File: config.mk
export PLATFORM = sky130hd
export DESIGN_NAME = dbfx_datapath
export DESIGN_NICKNAME = d
export VERILOG_FILES = /design/src/design/dbfx_pkg.sv /design/src/design/dbfx_datapath.sv
export SDC_FILE = /design/constraint.sdc
export NUM_CORES = 1
export LEC_CHECK = 0
export ABC_AREA = 1
export BUFFER_PORTS_ARGS = -buffer_cell sky130_fd_sc_hd__buf_2
export CORE_UTILIZATION = 30
export CTS_CLUSTER_SIZE = 10
export DETAILED_ROUTE_END_ITERATION = 16
export HOLD_SLACK_MARGIN = 0.03
export PLACE_DENSITY = 0.5
export SLEW_MARGIN = 0
export SYNTH_ARGS = -nofsm -noshare
export SYNTH_HDL_FRONTEND = slang
export SYNTH_SLANG_ARGS = --single-unit
File: constraint.sdc
create_clock -name i_clk_sys -period 3.2 [get_ports i_clk_sys]
set_input_delay 0.64 -clock i_clk_sys [delete_from_list [all_inputs] [get_ports i_clk_sys]]
set_output_delay 0.64 -clock i_clk_sys [all_outputs]
set_load 0.1 [all_outputs]
File: src/design/dbfx_pkg.sv
/*
 * Constants for the doubleword bit-field extract/insert datapath: opcode fields,
 * minor codes, bit positions and offsets.
 * Assumes the decoder presents a full 32-bit instruction word.
 */
package dbfx_pkg;
    localparam logic [5:0] DBFX_MAJOR_GROUP_S = 6'h16;
    localparam logic [5:0] DBFX_MINOR_EXT_LOWER = 6'h2C;
    localparam logic [5:0] DBFX_MINOR_EXT_MIDDLE = 6'h24;
    localparam logic [5:0] DBFX_MINOR_EXT_UPPER = 6'h14;
    localparam logic [5:0] DBFX_MINOR_INS_LOWER = 6'h0C;
    localparam int DBFX_MAJOR_LSB = 26;
    localparam int DBFX_TARGET_LSB = 21;
    localparam int DBFX_SOURCE_LSB = 16;
    localparam int DBFX_TOP_LSB = 11;
    localparam int DBFX_LOW_LSB = 6;
    localparam logic [6:0] DBFX_WORD_OFFSET = 7'h20;
    localparam int DBFX_LATENCY = 1;
    typedef enum logic [1:0] {
        DBFX_OP_NONE = 2'b00,
        DBFX_OP_EXTRACT = 2'b01,
        DBFX_OP_INSERT = 2'b10
    } dbfx_kind_t;
endpackage

File: src/design/dbfx_datapath.sv
/*
 * Execute stage for doubleword bit-field extract (lower, middle, upper) and lower insert.
 * Assumes decode gives the instruction word with both source operands read from the
 * register file in the same cycle, and the register file takes the write one cycle later.
 */
`timescale 1ns/100ps
module dbfx_datapath
    import dbfx_pkg::*;
#(
    parameter bit RELEASE2 = 1'b1
) (
    // clock and reset
    input wire logic i_clk_sys,
    input wire logic i_rst_n,
    // issue from decode
    input wire logic i_valid,
    input wire logic [31:0] i_instr,
    input wire logic [63:0] i_src_data,
    input wire logic [63:0] i_tgt_data,
    // result to register file, reserved-instruction exception and hit flag
    output logic o_wr_en,
    output logic [4:0] o_wr_addr,
    output logic [63:0] o_wr_data,
    output logic o_ri_exc,
    output logic o_hit
);

    // the five-bit fields must tile the word below the major code
    if (DBFX_TARGET_LSB != DBFX_SOURCE_LSB + 5 || DBFX_SOURCE_LSB != DBFX_TOP_LSB + 5
        || DBFX_TOP_LSB != DBFX_LOW_LSB + 5 || DBFX_MAJOR_LSB != DBFX_TARGET_LSB + 5) begin : g_bad_layout
        $error("instruction field layout does not tile the word");
    end
    // the result is registered exactly once and the word offset is half the doubleword
    if (DBFX_LATENCY != 1 || DBFX_WORD_OFFSET != 7'h20) begin : g_bad_timing
        $error("only a one-cycle result on a 64-bit doubleword is served");
    end

    // minor code decode, shared by hit and kind logic
    function automatic dbfx_kind_t dbfx_decode(input logic [31:0] w);
        dbfx_kind_t k;
        k = DBFX_OP_NONE;
        if (w[31:DBFX_MAJOR_LSB] == DBFX_MAJOR_GROUP_S) begin
            case (w[5:0])
                DBFX_MINOR_EXT_LOWER, DBFX_MINOR_EXT_MIDDLE, DBFX_MINOR_EXT_UPPER: k = DBFX_OP_EXTRACT;
                DBFX_MINOR_INS_LOWER: k = DBFX_OP_INSERT;
                default: k = DBFX_OP_NONE;
            endcase
        end
        return k;
    endfunction

    dbfx_kind_t kind;
    logic [4:0] top_enc;
    logic [4:0] low_enc;
    logic [6:0] top_idx;
    logic [6:0] low_idx;
    logic [63:0] width_mask;
    logic [63:0] result;
    logic wr_en_next, ri_next;
    logic [4:0] wr_addr_next;
    logic [63:0] wr_data_next;
    logic wr_en_reg, ri_reg;
    logic [4:0] wr_addr_reg;
    logic [63:0] wr_data_reg;

    assign kind = dbfx_decode(i_instr);
    assign top_enc = i_instr[DBFX_TOP_LSB +: 5];
    assign low_enc = i_instr[DBFX_LOW_LSB +: 5];
    assign o_hit = i_valid && (kind != DBFX_OP_NONE);

    always_comb begin
        top_idx = {2'b00, top_enc};
        low_idx = {2'b00, low_enc};
        width_mask = 64'h0;
        result = 64'h0;
        if (i_instr[5:0] == DBFX_MINOR_EXT_MIDDLE) begin
            top_idx = {2'b00, top_enc} + DBFX_WORD_OFFSET;
        end
        if (i_instr[5:0] == DBFX_MINOR_EXT_UPPER) begin
            low_idx = {2'b00, low_enc} + DBFX_WORD_OFFSET;
        end
        if (kind == DBFX_OP_EXTRACT) begin
            // top_idx is size-1; mask of size ones, 64-bit field included
            width_mask = (top_idx[6:0] == 7'h3F) ? 64'hFFFFFFFFFFFFFFFF
                         : ((64'h1 << (top_idx[5:0] + 6'h01)) - 64'h1);
            result = (i_src_data >> low_idx[5:0]) & width_mask;
        end else if (kind == DBFX_OP_INSERT) begin
            // field lsb..msb inside low word; lsb above msb left unpredictable
            width_mask = ((64'h1 << (top_idx[5:0] + 6'h01)) - 64'h1)
                         & ~((64'h1 << low_idx[5:0]) - 64'h1);
            result = (i_tgt_data & ~width_mask) | ((i_src_data << low_idx[5:0]) & width_mask);
        end
    end

    always_comb begin
        wr_en_next = 1'b0;
        ri_next = 1'b0;
        wr_addr_next = i_instr[DBFX_TARGET_LSB +: 5];
        wr_data_next = wr_data_reg;
        if (o_hit) begin
            if (!RELEASE2) begin
                ri_next = 1'b1;
            end else begin
                wr_en_next = 1'b1;
                wr_data_next = result;
            end
        end
    end

    always_ff @(posedge i_clk_sys) begin
        if (!i_rst_n) begin
            wr_en_reg <= 1'b0;
            ri_reg <= 1'b0;
            wr_addr_reg <= 5'h00;
            wr_data_reg <= 64'h0;
        end else begin
            wr_en_reg <= wr_en_next;
            ri_reg <= ri_next;
            wr_addr_reg <= wr_addr_next;
            wr_data_reg <= wr_data_next;
        end
    end

    assign o_wr_en = wr_en_reg;
    assign o_wr_addr = wr_addr_reg;
    assign o_wr_data = wr_data_reg;
    assign o_ri_exc = ri_reg;

    a_ext_zero_fill: assert property (@(posedge i_clk_sys) disable iff (!i_rst_n)
        (o_hit && RELEASE2 && kind == DBFX_OP_EXTRACT && i_instr[5:0] != DBFX_MINOR_EXT_MIDDLE)
        |=> ((o_wr_data >> 32) == 64'h0))
        else $error("extract upper word not zero");
    a_ins_keep_high: assert property (@(posedge i_clk_sys) disable iff (!i_rst_n)
        (o_hit && RELEASE2 && kind == DBFX_OP_INSERT)
        |=> (o_wr_data[63:32] == $past(i_tgt_data[63:32])))
        else $error("insert altered high word");
    a_upper_ext_val: assert property (@(posedge i_clk_sys) disable iff (!i_rst_n)
        (o_hit && RELEASE2 && i_instr[5:0] == DBFX_MINOR_EXT_UPPER && i_instr[15:11] == 5'h00)
        |=> (o_wr_data == {63'h0, $past(i_src_data[32 + i_instr[10:6]])}))
        else $error("upper extract offset wrong");
    a_mid_ext_val: assert property (@(posedge i_clk_sys) disable iff (!i_rst_n)
        (o_hit && RELEASE2 && i_instr[5:0] == DBFX_MINOR_EXT_MIDDLE && i_instr[15:6] == 10'h3E0)
        |=> (o_wr_data == $past(i_src_data)))
        else $error("middle extract full width wrong");
    a_ri_no_write: assert property (@(posedge i_clk_sys) disable iff (!i_rst_n)
        o_ri_exc |-> !o_wr_en)
        else $error("write during reserved instruction");
    a_ri_cause: assert property (@(posedge i_clk_sys) disable iff (!i_rst_n)
        (o_hit && !RELEASE2) |=> o_ri_exc)
        else $error("reserved instruction missed");
    a_wr_target: assert property (@(posedge i_clk_sys) disable iff (!i_rst_n)
        o_hit |=> (o_wr_addr == $past(i_instr[25:21])))
        else $error("write address not target field");
    a_only_hits: assert property (@(posedge i_clk_sys) disable iff (!i_rst_n)
        !o_hit |=> (!o_wr_en && !o_ri_exc))
        else $error("spurious write or exception");

    c_ext_lower: cover property (@(posedge i_clk_sys) o_hit && i_instr[5:0] == DBFX_MINOR_EXT_LOWER);
    c_ext_middle: cover property (@(posedge i_clk_sys) o_hit && i_instr[5:0] == DBFX_MINOR_EXT_MIDDLE);
    c_ext_upper: cover property (@(posedge i_clk_sys) o_hit && i_instr[5:0] == DBFX_MINOR_EXT_UPPER);
    c_ins_lower: cover property (@(posedge i_clk_sys) o_hit && i_instr[5:0] == DBFX_MINOR_INS_LOWER);
    c_old_reserved: cover property (@(posedge i_clk_sys) o_ri_exc);

    // bitwise shadow of the datapath, built per bit instead of by shifts, for the checks below
    logic [6:0] chk_top;
    logic [6:0] chk_low;
    logic [63:0] chk_ext;
    logic [63:0] chk_ins;
    logic chk_legal;

    assign chk_top = (i_instr[5:0] == DBFX_MINOR_EXT_MIDDLE) ? ({2'b00, i_instr[15:11]} + DBFX_WORD_OFFSET)
                     : {2'b00, i_instr[15:11]};
    assign chk_low = (i_instr[5:0] == DBFX_MINOR_EXT_UPPER) ? ({2'b00, i_instr[10:6]} + DBFX_WORD_OFFSET)
                     : {2'b00, i_instr[10:6]};
    // extract needs low + top + 1 within 64, insert needs lsb not above msb
    assign chk_legal = (kind == DBFX_OP_INSERT) ? (chk_low <= chk_top)
                       : (({1'b0, chk_low} + {1'b0, chk_top}) < 8'h40);

    for (genvar b = 0; b < 64; b++) begin : g_shadow
        logic [6:0] from_bit;
        assign from_bit = chk_low + 7'(b);
        assign chk_ext[b] = (7'(b) <= chk_top) && !from_bit[6] && i_src_data[from_bit[5:0]];
        assign chk_ins[b] = ((7'(b) >= chk_low) && (7'(b) <= chk_top)) ? i_src_data[6'(b) - chk_low[5:0]]
                            : i_tgt_data[b];
    end

    a_ext_shadow: assert property (@(posedge i_clk_sys) disable iff (!i_rst_n)
        (o_hit && RELEASE2 && kind == DBFX_OP_EXTRACT && chk_legal)
        |=> (o_wr_data == $past(chk_ext)))
        else $error("extract differs from bitwise shadow");

    a_ins_shadow: assert property (@(posedge i_clk_sys) disable iff (!i_rst_n)
        (o_hit && RELEASE2 && kind == DBFX_OP_INSERT && chk_legal)
        |=> (o_wr_data == $past(chk_ins)))
        else $error("insert differs from bitwise shadow");

    a_reset_quiet: assert property (@(posedge i_clk_sys)
        !i_rst_n
        |=> (!o_wr_en && !o_ri_exc && o_wr_addr == 5'h00 && o_wr_data == 64'h0))
        else $error("outputs not cleared by reset");

    a_hit_write: assert property (@(posedge i_clk_sys) disable iff (!i_rst_n)
        (o_hit && RELEASE2)
        |=> o_wr_en)
        else $error("handled instruction not written");

    a_hold_data: assert property (@(posedge i_clk_sys) disable iff (!i_rst_n)
        (!o_hit || !RELEASE2)
        |=> $stable(o_wr_data))
        else $error("result changed without a write");

    a_old_no_write: assert property (@(posedge i_clk_sys) disable iff (!i_rst_n)
        !RELEASE2
        |-> !o_wr_en)
        else $error("older core wrote a result");

    a_ri_only_old: assert property (@(posedge i_clk_sys) disable iff (!i_rst_n)
        o_ri_exc
        |-> !RELEASE2)
        else $error("reserved instruction on current core");

    a_old_data_idle: assert property (@(posedge i_clk_sys) disable iff (!i_rst_n)
        !RELEASE2
        |-> (o_wr_data == 64'h0))
        else $error("older core moved result data");

    a_hit_major: assert property (@(posedge i_clk_sys) disable iff (!i_rst_n)
        o_hit
        |-> (i_instr[31:26] == DBFX_MAJOR_GROUP_S))
        else $error("hit outside the major group");

    a_hit_valid: assert property (@(posedge i_clk_sys) disable iff (!i_rst_n)
        o_hit
        |-> i_valid)
        else $error("hit without valid");

    a_ins_decode: assert property (@(posedge i_clk_sys) disable iff (!i_rst_n)
        (i_valid && i_instr[31:26] == DBFX_MAJOR_GROUP_S && i_instr[5:0] == DBFX_MINOR_INS_LOWER)
        |-> (o_hit && kind == DBFX_OP_INSERT))
        else $error("lower insert not decoded");

    a_upper_decode: assert property (@(posedge i_clk_sys) disable iff (!i_rst_n)
        (i_valid && i_instr[31:26] == DBFX_MAJOR_GROUP_S && i_instr[5:0] == DBFX_MINOR_EXT_UPPER)
        |-> (o_hit && kind == DBFX_OP_EXTRACT))
        else $error("upper extract not decoded");

    a_mid_decode: assert property (@(posedge i_clk_sys) disable iff (!i_rst_n)
        (i_valid && i_instr[31:26] == DBFX_MAJOR_GROUP_S && i_instr[5:0] == DBFX_MINOR_EXT_MIDDLE)
        |-> (o_hit && kind == DBFX_OP_EXTRACT))
        else $error("middle extract not decoded");

    a_mid_top_32: assert property (@(posedge i_clk_sys) disable iff (!i_rst_n)
        (o_hit && RELEASE2 && i_instr[5:0] == DBFX_MINOR_EXT_MIDDLE && i_instr[15:6] == 10'h01F)
        |=> (o_wr_data == {31'h0, $past(i_src_data[63:31])}))
        else $error("middle extract of 33 bits wrong");

    a_upper_full: assert property (@(posedge i_clk_sys) disable iff (!i_rst_n)
        (o_hit && RELEASE2 && i_instr[5:0] == DBFX_MINOR_EXT_UPPER && i_instr[15:6] == 10'h3E0)
        |=> (o_wr_data == {32'h0, $past(i_src_data[63:32])}))
        else $error("upper extract of high word wrong");

    a_lower_one_bit: assert property (@(posedge i_clk_sys) disable iff (!i_rst_n)
        (o_hit && RELEASE2 && i_instr[5:0] == DBFX_MINOR_EXT_LOWER && i_instr[15:11] == 5'h00)
        |=> (o_wr_data[63:1] == 63'h0))
        else $error("one-bit extract not zero filled");

    a_lower_full: assert property (@(posedge i_clk_sys) disable iff (!i_rst_n)
        (o_hit && RELEASE2 && i_instr[5:0] == DBFX_MINOR_EXT_LOWER && i_instr[15:6] == 10'h3FF)
        |=> (o_wr_data == {32'h0, $past(i_src_data[62:31])}))
        else $error("lower extract of 32 bits wrong");

    a_ins_low_keep: assert property (@(posedge i_clk_sys) disable iff (!i_rst_n)
        (o_hit && RELEASE2 && kind == DBFX_OP_INSERT && i_instr[10:6] != 5'h00 && chk_legal)
        |=> (o_wr_data[0] == $past(i_tgt_data[0])))
        else $error("insert altered bit below field");

    a_ins_top_keep: assert property (@(posedge i_clk_sys) disable iff (!i_rst_n)
        (o_hit && RELEASE2 && kind == DBFX_OP_INSERT && i_instr[15:11] != 5'h1F && chk_legal)
        |=> (o_wr_data[31] == $past(i_tgt_data[31])))
        else $error("insert altered bit above field");

    a_ins_field_lsb: assert property (@(posedge i_clk_sys) disable iff (!i_rst_n)
        (o_hit && RELEASE2 && kind == DBFX_OP_INSERT && chk_legal)
        |=> (o_wr_data[$past(i_instr[10:6])] == $past(i_src_data[0])))
        else $error("insert field lsb not source bit 0");

endmodule // dbfx_datapath

==> flow_metrics.env <==
export IMPL_outcome="finished, final reports clean"
export IMPL_rsz0062_at_grt="false"
export IMPL_synth_seq_area_share=0.0937
export IMPL_wl_um=82300
export IMPL_setup_viol=0
export IMPL_worst_path_max_fanout=31
export IMPL_path_class="input port to primary output"
export IMPL_dp_cells=4100
export IMPL_reg2reg_depth=2
export IMPL_fin_crit_sh=0.951
export IMPL_drcViolationCount=0
export IMPL_grt_pass1_wl_um=122000
export IMPL_clock_skew_final_ns=0
export IMPL_layout_cells_non_filler=4116
export IMPL_die_x_um=225
export IMPL_power_density_nw_per_um2=248
export IMPL_ir_drop_mv=0.193
export IMPL_async_reset_ff_frac=0
export IMPL_place_ws_ns=-0.0829
export IMPL_grt_antenna_before_repair=0
export IMPL_leakage_nw=10.9
export IMPL_crit_arrival_ns=2.40
export IMPL_cts_root_buffer="clkbuf_16"
export IMPL_ff2ff_setup_slack_ns=2.39
export IMPL_fmax_ghz=0.329
export IMPL_die_area_um2=50800
export IMPL_cp_required_ns=2.56
export IMPL_crit_path_start="i_instr[2]"
export IMPL_core_um2=49100
export IMPL_drv_slew=0
export IMPL_clk_latency_ns=0.36
export IMPL_period_minus_slack_ns=3.04
export IMPL_cts_buffers=9
export IMPL_grt_usage=0.320
export IMPL_htree_levels=3
export IMPL_port_buffers=228
export IMPL_fin_ws_ns=0.157
export IMPL_cts_clk_slew_worst_paths_ns=0.08
export IMPL_wl_per_cell_um=20.0
export IMPL_num_vias=21600
export IMPL_synth_edf_count=0
export IMPL_hold_depth=3
export IMPL_fp_row_count=81
export IMPL_io_pins=235
export IMPL_hp_start="i_instr[21]"
export IMPL_drv_cap=0
export IMPL_start_util=0.305
export IMPL_max_slew_margin_rel=0.442
export IMPL_yosys_warnings=0
export IMPL_ant_nets=0
export IMPL_gp_congestion=1.03
export IMPL_synthCells=3013
export IMPL_setup_tns_ns=0
export IMPL_hpwl_um=68200
export IMPL_grt_pass1_vias=19900
export IMPL_synthToLayoutAreaGrowth_pct=30.9
export IMPL_start_kind="input port"
export IMPL_firstDrtPassIters=6
export IMPL_diodes=0
export IMPL_post_cts_setup_buffers=0
export IMPL_first_iter_violations=2342
export IMPL_ys_ff_latch=70
export IMPL_hold_viol_final=0
export IMPL_syn_cell_area_um2=15000
export IMPL_worstMarginPinSlew_ns=0.828
export IMPL_syn_avg_cell_area_um2=4.96
export IMPL_cts_buffer_depth=2
export IMPL_routed_via_density=5.26
export IMPL_total_power_mw=4.85
export IMPL_hold_end="o_wr_addr[0]$_SDFF_PN0_"
export IMPL_syn_num_nets=3178
export IMPL_cts_sinks=70
export IMPL_synth_distinct_cells=56
export IMPL_overflow=0
export IMPL_end_kind="primary output"
export IMPL_layout_nets=3612
export IMPL_min_path_type="input port to register"
export IMPL_grt_max_degree=115
export IMPL_timing_rr_start="o_wr_data[6]$_SDFFE_PN0P_"
export IMPL_cts_tree="yes"
export IMPL_drive_above_1_share=0.217
export IMPL_die_h_um=225
export IMPL_synth_ff_type="dfxtp_1"
export IMPL_r2r_end="o_wr_data[6]$_SDFFE_PN0P_"
==> layout make-up <==
class,instances,area (um2)
repair buffers,611,4300
multi-input cells,2499,11800
well taps,664,831
fillers,5753,29500
inverters,256,965
clock buffers,9,225
clock inverters,7,63.8
flip-flops and latches,70,1400
==> layout by cell type (no fill, tap or decap), types with 5 or more instances in the layout <==
cell type	instances
buf_12	22
o211ai_1	38
o21ai_1	6
nor3_1	18
inv_1	233
nand3_2	15
or2_2	17
a21boi_0	5
xnor2_1	12
clkbuf_16	9
nand2_1	966
nor2_4	6
nand4_1	49
buf_4	365
nor2_8	5
o221ai_1	6
mux2i_1	19
nand2_2	15
and2_1	8
nand3b_1	16
nor2_2	25
xor2_1	16
nand3_1	292
o21a_1	10
dfxtp_1	70
a21oi_1	147
inv_2	16
o21ai_0	377
a31oi_1	11
nor2_1	372
buf_2	224
==> through the flow <==
step / util / hold WS, ns / instance area [um2]
global placement: 0.393 / 0.479 / 19300
finish: 0.399 / 0.452 / 19600
floorplan: - / 0.738 / 15000
CTS: 0.399 / 0.447 / 19600
global route: 0.399 / 0.458 / 19600
detailed placement: 0.393 / 0.479 / 19300
==> power by group <==
part,internal [mW],leakage (nW),switching [mW]
clock,0.546,0.136,0.557
sequential,0.874,0.565,0.00104
combinational,1.06,10.2,1.82
==> cell families (layout without fill, tap and decap cells) <==
| group | count (synthesis) | in the layout | share of synthesized area |
|---|---|---|---|
| buffers and inverters | 444 | 883 | 0.120 |
| flip-flops | 70 | 70 | 0.0937 |
| other | 1 | 1 | 0.000251 |
| multiplexers | 19 | 19 | 0.0127 |
| XOR/XNOR | 29 | 29 | 0.0175 |
| AO/OA/AOI/OAI | 626 | 626 | 0.226 |
| adder cells (fa/ha/maj) | 2 | 2 | 0.00167 |
| AND/OR/NAND/NOR | 1822 | 1822 | 0.528 |
==> worst max-delay path, stage by stage <==
cell	delay (ns)
buf_2	0.09
inv_1	0.07
nor2_2	0.06
nand2_2	0.12
buf_4	0.14
nor2_4	0.04
buf_12	0.15
o21ai_2	0.35
inv_1	0.12
buf_4	0.19
o21ai_4	0.16
inv_2	0.10
buf_12	0.17
==> what timing repair did <==
item	4_1_cts	5_1_grt
endpoints found under the setup margin	0	1
hold buffers	0	0
endpoints found under the hold margin	0	0
gates resized for setup	0	1
==> how the worst max path moves through the flow <==
stage	to	slack [ns]	depth (start not counted)
6_report	o_hit	0.16	13
5_1_grt	o_wr_data[32]$_SDFFE_PN0P_	0.02	19
4_1_cts	o_hit	0.07	13
3_5_place_dp	o_wr_data[32]$_SDFFE_PN0P_	-0.08	19
3_3_place_gp	o_wr_data[54]$_SDFFE_PN0P_	-0.11	18
2_1_floorplan	o_wr_data[62]$_SDFFE_PN0P_	0.05	20
==> sequential cells by signal, indices dropped and copies added (netlist names) <==
name and cells:
o_wr_addr 5, o_wr_data 64, o_wr_en 1
==> per-layer routing <==
layer  wire, um  vias to the layer above  global-route usage
met5          0                        -                   0
li1           -                    10700                   -
met3       6390                      142              0.0405
met4       3660                        0               0.135
met1      36800                     9850               0.440
met2      35400                      930               0.499
==> synth_stat cells, types with 7 or more instances <==
cell      number  area [um2]
nand2_1      967        3630
o21ai_0      377        1890
nor2_1       372        1400
nand3_1      293        1470
inv_1        237         890
a21oi_1      147         736
clkbuf_1      83         312
dfxtp_1       70        1400
buf_1         49         184
nand4_1       49         307
buf_2         43         215
o211ai_1      38         285
nor2_2        26         163
mux2i_1       19         190
nor3_1        18        90.1
or2_2         17         106
nand3b_1      16         120
xor2_1        16         140
inv_2         15        56.3
nand2_2       14        87.6
nand3_2       14         140
xnor2_1       12         105
a31oi_1       11        68.8
o21a_1        10        75.1
and2_1         8        50.1
buf_6          7        78.8
o21ai_1        7        35.0
Power figures use the tool's default switching activity.
